<file path="src/hdl/power_monitor_defs.svh">
// constants for the power monitor setup block: command codes, register
// indices, field positions, reset values and timing counts
// assumes a single 25 MHz clock
`ifndef POWER_MONITOR_DEFS_SVH
`define POWER_MONITOR_DEFS_SVH

// ****************************************************************
// target address
// ****************************************************************
`define ADDR_FIXED_BITS 3'h4
`define STRAP_GND 2'h0
`define STRAP_SUPPLY 2'h1
`define STRAP_SDA 2'h2
`define STRAP_SCL 2'h3

// ****************************************************************
// serial command codes and local register indices
// ****************************************************************
`define CMD_ADC_SETUP 8'h10
`define CMD_CURRENT_SCALE 8'h11
`define IDX_ADC_SETUP 2'h0
`define IDX_CURRENT_SCALE 2'h1
`define IDX_STATUS 2'h2

// ****************************************************************
// field layout and reset values
// ****************************************************************
`define SETUP_WRITE_MASK 16'h0FFF
`define ADC_SETUP_RESET 16'h0127
`define CURRENT_SCALE_RESET 16'h0000
`define STAT_READY_BIT 7

// ****************************************************************
// timing
// ****************************************************************
`define CLK_PERIOD_NS 40
`define TICK_NS 1000
`define US_TICK_CYCLES ((`TICK_NS + `CLK_PERIOD_NS - 1) / `CLK_PERIOD_NS)
`define CONV_140_US 140
`define CONV_204_US 204
`define CONV_332_US 332
`define CONV_588_US 588
`define CONV_1100_US 1100

`endif

</file>
<file path="src/hdl/power_monitor_pkg.sv">
// types shared by the power monitor setup block
// assumes nothing of its surroundings
package power_monitor_pkg;

	typedef struct packed {
		logic [3:0] reserved;
		logic [2:0] sample_avg_count;
		logic [2:0] bus_conv_time;
		logic [2:0] shunt_conv_time;
		logic [2:0] mode;
	} adc_setup_s;

	typedef enum logic [2:0] {
		SQ_IDLE = 3'h1,
		SQ_SHUNT = 3'h2,
		SQ_BUS = 3'h4
	} seq_state_e;

	typedef enum logic [5:0] {
		IC_IDLE = 6'h01,
		IC_RECV = 6'h02,
		IC_ACK = 6'h04,
		IC_SEND = 6'h08,
		IC_HACK = 6'h10,
		IC_WAIT = 6'h20
	} i2c_state_e;

	typedef enum logic [2:0] {
		RX_ADDR = 3'h1,
		RX_CMD = 3'h2,
		RX_DATA = 3'h4
	} rx_phase_e;

endpackage

</file>
<file path="src/hdl/addr_strap_sense.sv">
// senses what each address pin is tied to by watching it against the
// serial lines; the code settles after the first start and address bits
// assumes pins and serial lines synchronous to clk
`timescale 1ns/10ps
`default_nettype none
`include "power_monitor_defs.svh"

module addr_strap_sense (
	input wire logic clk,
	input wire logic srst,
	input wire logic scl_in,
	input wire logic sda_in,
	input wire logic addr_pin_high,
	input wire logic addr_pin_low,
	output logic [3:0] strap_code
);

	logic [1:0] pins;
	assign pins = {addr_pin_high, addr_pin_low};

	genvar g;
	generate
		for (g = 0; g < 2; g++)
		begin : g_pin
			logic seen_hi_reg;
			logic seen_lo_reg;
			logic diff_sda_reg;
			logic diff_scl_reg;
			logic [1:0] code_reg;
			// flags are sticky: a strapped pin never changes while powered
			always_ff @(posedge clk)
			begin
				if (srst)
				begin
					seen_hi_reg <= 1'b0;
					seen_lo_reg <= 1'b0;
					diff_sda_reg <= 1'b0;
					diff_scl_reg <= 1'b0;
				end
				else
				begin
					seen_hi_reg <= seen_hi_reg | pins[g];
					seen_lo_reg <= seen_lo_reg | ~pins[g];
					diff_sda_reg <= diff_sda_reg | (pins[g] ^ sda_in);
					diff_scl_reg <= diff_scl_reg | (pins[g] ^ scl_in);
				end
			end
			always_ff @(posedge clk)
			begin
				if (srst)
					code_reg <= `STRAP_GND;
				else if (seen_hi_reg && seen_lo_reg && !diff_scl_reg)
					code_reg <= `STRAP_SCL;
				else if (seen_hi_reg && seen_lo_reg && !diff_sda_reg)
					code_reg <= `STRAP_SDA;
				else if (seen_hi_reg && !seen_lo_reg)
					code_reg <= `STRAP_SUPPLY;
				else
					code_reg <= `STRAP_GND;
			end
			assign strap_code[2*g+1:2*g] = code_reg;
		end
	endgenerate

endmodule // addr_strap_sense
`default_nettype wire

</file>
<file path="src/hdl/power_monitor_adc_setup.sv">
// serial target, setup registers and conversion sequencer of the monitor
// assumes serial lines and pins synchronous to clk, open-drain sda
//
// Chosen here: the strobed register port and the address map.
`timescale 1ns/10ps
`default_nettype none
`include "power_monitor_defs.svh"

module power_monitor_adc_setup #(
	parameter int unsigned TICK_CYCLES = `US_TICK_CYCLES
) (
	input wire logic clk,
	input wire logic srst,
	input wire logic scl_in,
	input wire logic sda_in,
	output logic sda_out,
	output logic sda_oe,
	input wire logic addr_pin_high,
	input wire logic addr_pin_low,
	input wire logic [1:0] reg_addr,
	input wire logic [15:0] reg_wdata,
	input wire logic reg_wr,
	input wire logic reg_rd,
	output logic [15:0] reg_rdata,
	output logic shunt_conv_active,
	output logic bus_conv_active,
	output logic result_store
);

	// ****************************************************************
	// registers and target address
	// ****************************************************************
	power_monitor_pkg::adc_setup_s adc_setup_reg;
	logic [15:0] current_scale_reg;
	logic ready_reg;
	logic [3:0] strap_code;
	logic [6:0] own_addr;
	logic i2c_wr;
	logic [7:0] ptr_reg;
	logic [15:0] word_reg;
	logic setup_wr;

	addr_strap_sense u_strap (
		.clk(clk),
		.srst(srst),
		.scl_in(scl_in),
		.sda_in(sda_in),
		.addr_pin_high(addr_pin_high),
		.addr_pin_low(addr_pin_low),
		.strap_code(strap_code)
	);

	assign own_addr = {`ADDR_FIXED_BITS, strap_code};

	assign setup_wr = (i2c_wr && ptr_reg == `CMD_ADC_SETUP) ||
		(reg_wr && reg_addr == `IDX_ADC_SETUP);

	// serial writes win over local writes in the same cycle
	// four fields writable
	always_ff @(posedge clk)
	begin
		if (srst)
			adc_setup_reg <= `ADC_SETUP_RESET;
		else if (i2c_wr && ptr_reg == `CMD_ADC_SETUP)
			adc_setup_reg <= word_reg & `SETUP_WRITE_MASK;
		else if (reg_wr && reg_addr == `IDX_ADC_SETUP)
			adc_setup_reg <= reg_wdata & `SETUP_WRITE_MASK;
	end

	always_ff @(posedge clk)
	begin
		if (srst)
			current_scale_reg <= `CURRENT_SCALE_RESET;
		else if (i2c_wr && ptr_reg == `CMD_CURRENT_SCALE)
			current_scale_reg <= word_reg;
		else if (reg_wr && reg_addr == `IDX_CURRENT_SCALE)
			current_scale_reg <= reg_wdata;
	end

	// result-ready flag: a new result beats a clear in the same cycle
	always_ff @(posedge clk)
	begin
		if (srst)
			ready_reg <= 1'b0;
		else if (result_store)
			ready_reg <= 1'b1;
		else if (reg_wr && reg_addr == `IDX_STATUS &&
			reg_wdata[`STAT_READY_BIT])
			ready_reg <= 1'b0;
	end

	function automatic logic [15:0] reg_value(input logic [1:0] idx);
		logic [15:0] v;
		v = 16'h0000;
		unique case (idx)
			`IDX_ADC_SETUP: v = adc_setup_reg;
			`IDX_CURRENT_SCALE: v = current_scale_reg;
			`IDX_STATUS: v = {7'h00, bus_conv_active | shunt_conv_active,
				ready_reg, own_addr};
			default: v = 16'h0000;
		endcase
		return v;
	endfunction

	always_ff @(posedge clk)
	begin
		if (srst)
			reg_rdata <= 16'h0000;
		else if (reg_rd)
			reg_rdata <= reg_value(reg_addr);
		else
			reg_rdata <= 16'h0000;
	end

	// ****************************************************************
	// conversion sequencer
	// ****************************************************************
	power_monitor_pkg::seq_state_e seq_reg;
	logic [$clog2(TICK_CYCLES+1)-1:0] tick_cnt_reg;
	logic tick;
	logic [10:0] time_cnt_reg;
	logic [10:0] samp_cnt_reg;
	logic trig_pend_reg;
	logic [2:0] mode;
	logic run_req;
	logic powered;
	logic [10:0] shunt_len;
	logic [10:0] bus_len;
	logic last_sample;

	function automatic logic [10:0] conv_len(input logic [2:0] code);
		logic [10:0] n;
		n = 11'(`CONV_1100_US);
		unique case (code)
			3'h0: n = 11'(`CONV_140_US);
			3'h1: n = 11'(`CONV_204_US);
			3'h2: n = 11'(`CONV_332_US);
			3'h3: n = 11'(`CONV_588_US);
			default: n = 11'(`CONV_1100_US);
		endcase
		return n;
	endfunction

	function automatic logic [10:0] avg_len(input logic [2:0] code);
		logic [10:0] n;
		n = 11'h001;
		unique case (code)
			3'h0: n = 11'h001;
			3'h1: n = 11'h004;
			3'h2: n = 11'h010;
			3'h3: n = 11'h040;
			3'h4: n = 11'h080;
			3'h5: n = 11'h100;
			3'h6: n = 11'h200;
			3'h7: n = 11'h400;
		endcase
		return n;
	endfunction

	assign mode = adc_setup_reg.mode;
	assign shunt_len = conv_len(adc_setup_reg.shunt_conv_time);
	assign bus_len = conv_len(adc_setup_reg.bus_conv_time);
	assign last_sample = (samp_cnt_reg + 11'h001) ==
		avg_len(adc_setup_reg.sample_avg_count);
	// codes 0 and 4 power down
	assign powered = mode[1:0] != 2'h0;
	assign run_req = powered && (mode[2] || trig_pend_reg);

	assign tick = tick_cnt_reg == ($bits(tick_cnt_reg))'(TICK_CYCLES - 1);

	always_ff @(posedge clk)
	begin
		if (srst || tick)
			tick_cnt_reg <= '0;
		else
			tick_cnt_reg <= tick_cnt_reg + 1'b1;
	end

	// a setup write arms one triggered round
	always_ff @(posedge clk)
	begin
		if (srst)
			trig_pend_reg <= 1'b0;
		else if (setup_wr)
			trig_pend_reg <= 1'b1;
		else if (seq_reg == power_monitor_pkg::SQ_IDLE)
			trig_pend_reg <= 1'b0;
	end

	// new settings abort a round in progress rather than mix two setups
	always_ff @(posedge clk)
	begin
		result_store <= 1'b0;
		if (srst || setup_wr || !powered)
		begin
			seq_reg <= power_monitor_pkg::SQ_IDLE;
			time_cnt_reg <= 11'h000;
			samp_cnt_reg <= 11'h000;
		end
		else
		begin
			unique case (seq_reg)
				power_monitor_pkg::SQ_IDLE:
				begin
					time_cnt_reg <= 11'h000;
					samp_cnt_reg <= 11'h000;
					if (run_req)
						seq_reg <= mode[0] ? power_monitor_pkg::SQ_SHUNT :
							power_monitor_pkg::SQ_BUS;
				end
				power_monitor_pkg::SQ_SHUNT:
				begin
					if (tick)
						time_cnt_reg <= time_cnt_reg + 11'h001;
					if (tick && time_cnt_reg == shunt_len - 11'h001)
					begin
						time_cnt_reg <= 11'h000;
						if (mode[1])
							seq_reg <= power_monitor_pkg::SQ_BUS;
						else if (last_sample)
						begin
							result_store <= 1'b1;
							samp_cnt_reg <= 11'h000;
							if (!mode[2])
								seq_reg <= power_monitor_pkg::SQ_IDLE;
						end
						else
							samp_cnt_reg <= samp_cnt_reg + 11'h001;
					end
				end
				power_monitor_pkg::SQ_BUS:
				begin
					if (tick)
						time_cnt_reg <= time_cnt_reg + 11'h001;
					if (tick && time_cnt_reg == bus_len - 11'h001)
					begin
						time_cnt_reg <= 11'h000;
						if (last_sample)
						begin
							result_store <= 1'b1;
							samp_cnt_reg <= 11'h000;
							if (!mode[2])
								seq_reg <= power_monitor_pkg::SQ_IDLE;
							else if (mode[0])
								seq_reg <= power_monitor_pkg::SQ_SHUNT;
						end
						else
						begin
							samp_cnt_reg <= samp_cnt_reg + 11'h001;
							if (mode[0])
								seq_reg <= power_monitor_pkg::SQ_SHUNT;
						end
					end
				end
				default: seq_reg <= power_monitor_pkg::SQ_IDLE;
			endcase
		end
	end

	assign shunt_conv_active = seq_reg[1];
	assign bus_conv_active = seq_reg[2];

	// ****************************************************************
	// serial target
	// ****************************************************************
	power_monitor_pkg::i2c_state_e ic_reg;
	power_monitor_pkg::rx_phase_e phase_reg;
	logic scl_d;
	logic sda_d;
	logic scl_rise;
	logic scl_fall;
	logic start_cond;
	logic stop_cond;
	logic [3:0] bit_reg;
	logic [7:0] shift_reg;
	logic ack_reg;
	logic hi_byte_reg;
	logic [15:0] rd_word;

	assign scl_rise = scl_in && !scl_d;
	assign scl_fall = !scl_in && scl_d;
	assign start_cond = scl_in && scl_d && sda_d && !sda_in;
	assign stop_cond = scl_in && scl_d && !sda_d && sda_in;
	assign rd_word = ptr_reg == `CMD_ADC_SETUP ? adc_setup_reg :
		ptr_reg == `CMD_CURRENT_SCALE ? current_scale_reg : 16'h0000;

	always_ff @(posedge clk)
	begin
		scl_d <= srst ? 1'b1 : scl_in;
		sda_d <= srst ? 1'b1 : sda_in;
		sda_out <= 1'b0;
	end

	// words go low byte first; the register updates on the high byte
	always_ff @(posedge clk)
	begin
		i2c_wr <= 1'b0;
		if (srst || stop_cond)
		begin
			ic_reg <= power_monitor_pkg::IC_IDLE;
			phase_reg <= power_monitor_pkg::RX_ADDR;
			sda_oe <= 1'b0;
			bit_reg <= 4'h0;
			ack_reg <= 1'b0;
			hi_byte_reg <= 1'b0;
			if (srst)
			begin
				ptr_reg <= 8'h00;
				shift_reg <= 8'h00;
				word_reg <= 16'h0000;
			end
		end
		else if (start_cond)
		begin
			ic_reg <= power_monitor_pkg::IC_RECV;
			phase_reg <= power_monitor_pkg::RX_ADDR;
			sda_oe <= 1'b0;
			bit_reg <= 4'h0;
			hi_byte_reg <= 1'b0;
		end
		else
		begin
			unique case (ic_reg)
				power_monitor_pkg::IC_IDLE, power_monitor_pkg::IC_WAIT:
					sda_oe <= 1'b0;
				power_monitor_pkg::IC_RECV:
				begin
					if (scl_rise)
					begin
						shift_reg <= {shift_reg[6:0], sda_in};
						bit_reg <= bit_reg + 4'h1;
					end
					else if (scl_fall && bit_reg == 4'h8)
					begin
						ic_reg <= power_monitor_pkg::IC_ACK;
						bit_reg <= 4'h0;
						if (phase_reg == power_monitor_pkg::RX_ADDR)
						begin
							ack_reg <= shift_reg[0];
							sda_oe <= shift_reg[7:1] == own_addr;
							if (shift_reg[7:1] != own_addr)
								ic_reg <= power_monitor_pkg::IC_WAIT;
						end
						else
						begin
							sda_oe <= 1'b1;
							ack_reg <= 1'b0;
							if (phase_reg == power_monitor_pkg::RX_CMD)
							begin
								ptr_reg <= shift_reg;
								hi_byte_reg <= 1'b0;
							end
							else if (!hi_byte_reg)
							begin
								word_reg[7:0] <= shift_reg;
								hi_byte_reg <= 1'b1;
							end
							else
							begin
								word_reg[15:8] <= shift_reg;
								hi_byte_reg <= 1'b0;
								i2c_wr <= 1'b1;
							end
						end
					end
				end
				power_monitor_pkg::IC_ACK:
				begin
					if (scl_fall)
					begin
						if (ack_reg)
						begin
							ic_reg <= power_monitor_pkg::IC_SEND;
							shift_reg <= {rd_word[6:0], 1'b0};
							sda_oe <= !rd_word[7];
							hi_byte_reg <= 1'b0;
						end
						else
						begin
							ic_reg <= power_monitor_pkg::IC_RECV;
							sda_oe <= 1'b0;
							phase_reg <= phase_reg == power_monitor_pkg::RX_ADDR ?
								power_monitor_pkg::RX_CMD :
								power_monitor_pkg::RX_DATA;
						end
					end
				end
				power_monitor_pkg::IC_SEND:
				begin
					if (scl_rise)
						bit_reg <= bit_reg + 4'h1;
					else if (scl_fall && bit_reg == 4'h8)
					begin
						ic_reg <= power_monitor_pkg::IC_HACK;
						sda_oe <= 1'b0;
						bit_reg <= 4'h0;
					end
					else if (scl_fall)
					begin
						sda_oe <= !shift_reg[7];
						shift_reg <= {shift_reg[6:0], 1'b0};
					end
				end
				power_monitor_pkg::IC_HACK:
				begin
					if (scl_rise)
						ack_reg <= !sda_in;
					else if (scl_fall && ack_reg)
					begin
						// same word back, high byte second
						ic_reg <= power_monitor_pkg::IC_SEND;
						hi_byte_reg <= !hi_byte_reg;
						if (hi_byte_reg)
						begin
							shift_reg <= {rd_word[6:0], 1'b0};
							sda_oe <= !rd_word[7];
						end
						else
						begin
							shift_reg <= {rd_word[14:8], 1'b0};
							sda_oe <= !rd_word[15];
						end
					end
					else if (scl_fall)
						ic_reg <= power_monitor_pkg::IC_WAIT;
				end
				default: ic_reg <= power_monitor_pkg::IC_IDLE;
			endcase
		end
	end

endmodule // power_monitor_adc_setup
`default_nettype wire

</file>
<file path="config.mk">
export PLATFORM = sky130hd
export DESIGN_NAME = power_monitor_adc_setup
export DESIGN_NICKNAME = d
export VERILOG_FILES = /design/src/hdl/power_monitor_pkg.sv /design/src/hdl/addr_strap_sense.sv /design/src/hdl/power_monitor_adc_setup.sv
export VERILOG_INCLUDE_DIRS = /design/src /design/src/hdl
export SDC_FILE = /design/constraint.sdc
export NUM_CORES = 1
export LEC_CHECK = 0
export ABC_AREA = 1
export BUFFER_PORTS_ARGS = -buffer_cell sky130_fd_sc_hd__buf_2
export CAP_MARGIN = 30
export CORE_MARGIN = 5
export CORE_UTILIZATION = 45
export DETAILED_ROUTE_END_ITERATION = 10
export PLACE_DENSITY = 0.73
export SLEW_MARGIN = 15
export SYNTH_ARGS = -nofsm -noshare
export SYNTH_HDL_FRONTEND = slang
export SYNTH_SLANG_ARGS = --single-unit
</file>
<file path="constraint.sdc">
create_clock -name clk -period 3.5 [get_ports clk]
set_input_delay 0.35 -clock clk [delete_from_list [all_inputs] [get_ports clk]]
set_output_delay 0.35 -clock clk [all_outputs]
set_load 0.1 [all_outputs]
</file>
### Word level (Yosys, flattened, before mapping)

Memories as Yosys holds them, arrays and structs flattened. A register that Yosys moved wholly into a read port is not among the register bits.
Cells that the tools add are included.

| storage, ports and cells | value |
|---|---|
| input port bits | 26 |
| logic and storage cells | 336 |
| memories | 1 |
| bits in read-only memories | 64 |
| register bits after elaboration | 140 |
| output and inout port bits | 21 |

| operators by class | value |
|---|---|
| muxes and demuxes | 120 |
| add/sub/neg operators | 6 |
| bitwise operators | 21 |
| reductions and logical operators | 83 |
| equal/unequal tests | 68 |

Memory list:

| memory | depth | bits a word | read ports | clocked after memory_dff | write ports | RTL line | text |
|---|---|---|---|---|---|---|---|
| (no name shown) | 8 | 8 | 1 | 1 | 0 | power_monitor_adc_setup.sv:147 | `unique case (code)` |

Operator list:

| kind | number |
|---|---|
| $mux 16 | 12 |
| $mux 8 | 21 |
| $pmux 11 s4 | 2 |
| $mux 11 | 7 |
| $pmux 11 s3 | 2 |
| $mux 6 | 10 |
| $ne 3x3->1 const B | 18 |
| $pmux 16 s3 | 1 |
| $reduce_and 8->1 | 6 |
| $mux 3 | 13 |
| $ne 2x2->1 const B | 18 |
| $mux 1 | 35 |
| $eq 11x11->1 | 3 |
| $pmux 8 s4 | 1 |
| $pmux 6 s5 | 1 |
| $logic_and 1x1->1 | 26 |
| $mux 12 | 2 |
| $add 11x1->11 const B | 2 |
| $reduce_bool 2->1 | 11 |
| $sub 11x1->11 const B | 2 |
| $eq 3x2->1 const B | 6 |
| $eq 8x5->1 const B | 2 |
| $logic_not 1->1 | 15 |
| $eq 3x1->1 const B | 4 |
| other kinds (39) | 78 |

### Longest topological paths before layout

| logic depth | value |
|---|---|
| depth after elaboration | 9 |
| depth in mapped cells | 15 |
| gate-level depth less buffers | 15 |

### Hierarchy

Synthesis repeated with hierarchy kept, for this count alone.

| unflattened totals | value |
|---|---|
| cells, all modules | 980 |
| area, all modules | 7374.6 um2 |

By module, submodules not included:

| module | seq. area each (um2) | instances | cells each | area an instance (um2) |
|---|---|---|---|---|
| power_monitor_adc_setup | 3042.9 | 1 | 924 | 6931.6 |
| addr_strap_sense | 240.2 | 1 | 56 | 442.9 |

### Worst setup path before layout

Ideal clock, no wire load.

| timing | value |
|---|---|
| path type | flip-flop to flip-flop |
| start point | reg seq_reg[1] |
| end point | reg seq_reg[1] |
| setup slack | 1.217 ns |
| cell stages (with the launch flop) | 11 |
| buffers on the path | 0 |
| required time | 3.430 ns |
| clock period less this slack | 2.283 ns |
| data arrival time | 2.213 ns |
| path through | dfxtp_1 -> nand3_1 -> nor2_1 -> inv_1 -> o21ai_0 -> inv_1 -> nand3_1 -> inv_1 -> nand2_1 -> nand2_1 -> a21oi_1 |

| on the way | value |
|---|---|
| cells in the longest elaborated chain, start to end | 5 |

RTL lines:

| element | RTL line | text |
|---|---|---|
| from (decl) | power_monitor_adc_setup.sv:118 | `power_monitor_pkg::seq_state_e seq_reg;` |
| from (signal assigned) | power_monitor_adc_setup.sv:196 | `seq_reg <= power_monitor_pkg::SQ_IDLE;` |
| from (signal assigned) | power_monitor_adc_setup.sv:208 | `seq_reg <= mode[0] ? power_monitor_pkg::SQ_SHUNT :` |
| from (signal assigned) | power_monitor_adc_setup.sv:219 | `seq_reg <= power_monitor_pkg::SQ_BUS;` |
| $mux 3 (4 in a row) | - |  |
| $pmux 3 s3 | power_monitor_adc_setup.sv:202 | `unique case (seq_reg)` |

Parallel ways exist; a longest one is shown, timed or not. The select of a mux whose other input is x is not followed.
A chain may end at the register's enable or synchronous reset.

### Final worst setup path

| timing | value |
|---|---|
| start point | reg ic_reg[4] |
| end point | reg shift_reg[2], enable pin |

| on the way | value |
|---|---|
| cells in the longest elaborated chain, start to end | 3 |

RTL lines:

| element | RTL line | text |
|---|---|---|
| from (decl) | power_monitor_adc_setup.sv:266 | `power_monitor_pkg::i2c_state_e ic_reg;` |
| from (signal assigned) | power_monitor_adc_setup.sv:300 | `ic_reg <= power_monitor_pkg::IC_IDLE;` |
| from (signal assigned) | power_monitor_adc_setup.sv:315 | `ic_reg <= power_monitor_pkg::IC_RECV;` |
| from (signal assigned) | power_monitor_adc_setup.sv:335 | `ic_reg <= power_monitor_pkg::IC_ACK;` |
| $eq 6x5->1, or another cell as far along | power_monitor_adc_setup.sv:323 | `unique case (ic_reg)` |
| $ne 3x3->1 (no line) / $reduce_bool 5->1 (equally long branches) | - |  |
| $reduce_and 11->1 (no line) (*) | - |  |
| to (signal assigned) | power_monitor_adc_setup.sv:330 | `shift_reg <= {shift_reg[6:0], sda_in};` |
| to (signal assigned) | power_monitor_adc_setup.sv:374 | `shift_reg <= {rd_word[6:0], 1'b0};` |
| to (signal assigned) | power_monitor_adc_setup.sv:401 | `shift_reg <= {shift_reg[6:0], 1'b0};` |
| to (decl) | power_monitor_adc_setup.sv:275 | `logic [7:0] shift_reg;` |

Every way passes the cells marked *; elsewhere a longest branch is shown, timed or not.

==> metrics.csv <==
stage,metric,value,unit
synthesis,synth_flop_cell,dfxtp_1,
synthesis,synthCells,977,
placed_design,hpwl,13700,um
synthesis,synth-seq-area-share,45.4,%
placed_design,io_buffers,45,
grt,antenna_found_initial,0,
worst_setup_path,crit_type,reg -> reg,
clock_network,cts-root-buf,clkbuf_16,
synthesis,synth_nets,1009,
placed_design,place_area,7690,um2
worst_hold_path,hold_path.class,in -> reg,
timing,fin_skew,0.0104,ns
worst_setup_path,r2r-start,ic_reg[4],
run,drv_cap,0,
worst_setup_path,rr_worst_depth,7,
route,drtPass1Iterations,5,
route,drc_errors,0,
clock_network,cts_buffers,17,
layout,area_growth,14.0,%
clock_network,ctsHoldBuffers,0,
worst_setup_path,cp.buffers_inverters,0,
grt,grt_pass1_vias,6101,
route,drt-wirelength-per-cell,14.6,um
floorplanning,initial_utilization,45.7,%
route,vias,6672,
layout,final_core_util,52.1,%
grt,track_usage,20.2,%
timing,worst_slew_margin_rel,50.1,%
synthesis,synthesis.area,7230,um2
timing,hold_slack,0.134,ns
clock_network,cts_sinks,148,
power,vdd_drop_max,0.000411,V
clock_network,clk_latency,0.43,ns
grt,grt_start_max_net_pins,27,
timing,period_minus_slack,2.29,ns
floorplanning,num_rows,46,
synthesis,synth_top_area_share,32.1,%
synthesis,synth_largest_area_cell,dfxtp_1,
worst_setup_path,crit_required,3.60,ns
synthesis,yosysUniqueCellTypes,50,
clock_network,path_clk_slew,0.07,ns
timing,max_slew.worst_pin.slew,0.749,ns
worst_setup_path,cpLargestDelayFamily,simple AND/OR/NAND/NOR gates,
route,ant_nets,0,
route,drt-initial-drc-count,600,
timing,setup_viol,0,
timing,layout_worst_path_cycle_share,65.4,%
route,avgViaCountPerCell,5.30,
worst_hold_path,holdCritStartpoint,addr_pin_low,
timing,finalMaxSlewViolations,0,
worst_setup_path,r2r_slack,1.21,ns
clock_network,cts_setup_buffers,0,
worst_setup_path,rr_endpoint,shift_reg[2],
placed_design,place.gp.congestion,0.963,
floorplanning,die_area,18700,um2
worst_setup_path,slowest_stage,nand4_1,
worst_setup_path,cp-start-kind,register,
grt,grt_overflow,0,
timing,grt_setup_unrepaired,no,
layout,nets,1062,
worst_setup_path,arrival,2.38,ns
route,totalWireLength,18400,um
power,power_density,491,nW/um2
power,leakage,3.46,nW
clock_network,post_cts_resize_count,0,
clock_network,cts_tree,yes,
floorplanning,io-pin-count,47,
synthesis,synth_commonest_cells,"nand2_1, inv_1, dfxtp_1",
status,status,"complete, no violations",
timing,finalHoldViolCount,0,
worst_setup_path,path_cells,"nor2_1, nand4_1, nand2_1, nor2_1, nor4_1, o21ai_0, nand2_1",
clock_network,htreeDepth,4,
worst_hold_path,hold_end,u_strap.g_pin[0].seen_lo_reg,
floorplanning,die_x,137,um
synthesis,ys_ff_latch,148,
synthesis,synth_edf_count,32,
grt,grt_pass1_wl,29900,um
synthesis,syn_avg_cell_area,7.40,um2
synthesis,yosysWarnings,0,
timing,fmax,437,MHz
floorplanning,core_area,15800,um2
synthesis,synthTopCellsByArea,"dfxtp_1, edfxtp_1, nand2_1, inv_1, nor2_1",
floorplanning,die_height,137,um
worst_setup_path,setup.worst_path.end_class,register,
worst_setup_path,path_max_fanout,8,
timing,setup_tns,0,ns
clock_network,clk_path_buf_depth,2,
synthesis,yosysMostFrequentCell,nand2_1,
layout,finalInstanceArea,8250,um2
worst_setup_path,cpPeakStageDelay,0.33,ns
worst_hold_path,hold_path_depth,2,
synthesis,async_flop_share,0,%
layout,drive_gt1_share,11.1,%
-- cell type report --
type                            instances  area (um2)
Fill cell                            1509        7580
Sequential cell                       148        3280
Multi-Input combinational cell        649        3260
Inverter                              163         614
Clock buffer                           18         439
Timing Repair Buffer                   51         270
Tap cell                              216         270
Clock inverter                         14         114
Antenna cell                            1        2.50
-- logic make-up after synthesis --
kind of cell | Yosys count | synth area share, %
other | 1 | 0.0518
xor gates and xnor gates | 11 | 1.33
adders and majority gates | 6 | 1.04
AOI/OAI and AO/OA | 191 | 15.5
DFF | 148 | 45.4
and+or+nand+nor | 440 | 27.1
buffers and inverters | 180 | 9.60
-- how the worst max path moves through the flow --
stage | startpoint | end | slack (ns) | depth (start not counted)
after detailed placement | scl_in | ptr_reg[4] | 1.16 | 7
after floorplan | seq_reg[1] | seq_reg[1] | 1.22 | 10
after global placement | scl_in | ptr_reg[4] | 1.27 | 7
final | ic_reg[4] | shift_reg[2] | 1.21 | 7
after global routing | ic_reg[0] | shift_reg[5] | 0.98 | 8
after CTS | ic_reg[4] | ptr_reg[2] | 1.21 | 5
-- metrics by stage --
step | total power, mW | std cells | setup slack, ns
floorplan | 2.22 | 977 | 1.22
global placement | 2.35 | 1227 | 1.27
detailed placement | 2.36 | 1227 | 1.16
CTS | 4.07 | 1259 | 1.21
global route | 4.21 | 1259 | 0.980
finish | 4.05 | 1260 | 1.21
-- power breakdown --
part / internal, mW / switching [mW]
combinational: 0.121 / 0.349
clock: 0.944 / 0.783
sequential: 1.81 / 0.0440
total: 2.88 / 1.18
-- cell usage in the layout (no fill, tap or decap), types with 15 or more instances in the layout --
cell type | netlist | routed
nand4_1 | 16 | 16
clkbuf_16 | 0 | 17
o21ai_0 | 73 | 73
inv_1 | 156 | 156
edfxtp_1 | 32 | 32
buf_2 | 4 | 45
o22ai_1 | 15 | 15
dfxtp_1 | 116 | 116
nand3_1 | 70 | 70
nand2_1 | 196 | 196
nor2_1 | 104 | 104
nor3_1 | 22 | 22
a21oi_1 | 52 | 52
-- routing by layer --
layer | global-route usage, % | routed length, um | vias to the layer above
met5 | 0 | 0 | -
met4 | 6.37 | 365 | 0
met3 | 4.74 | 1270 | 39
met2 | 33.9 | 8830 | 268
met1 | 25.8 | 7910 | 3039
li1 | - | - | 3326
No activity file was read; power rests on OpenSTA's default activity.
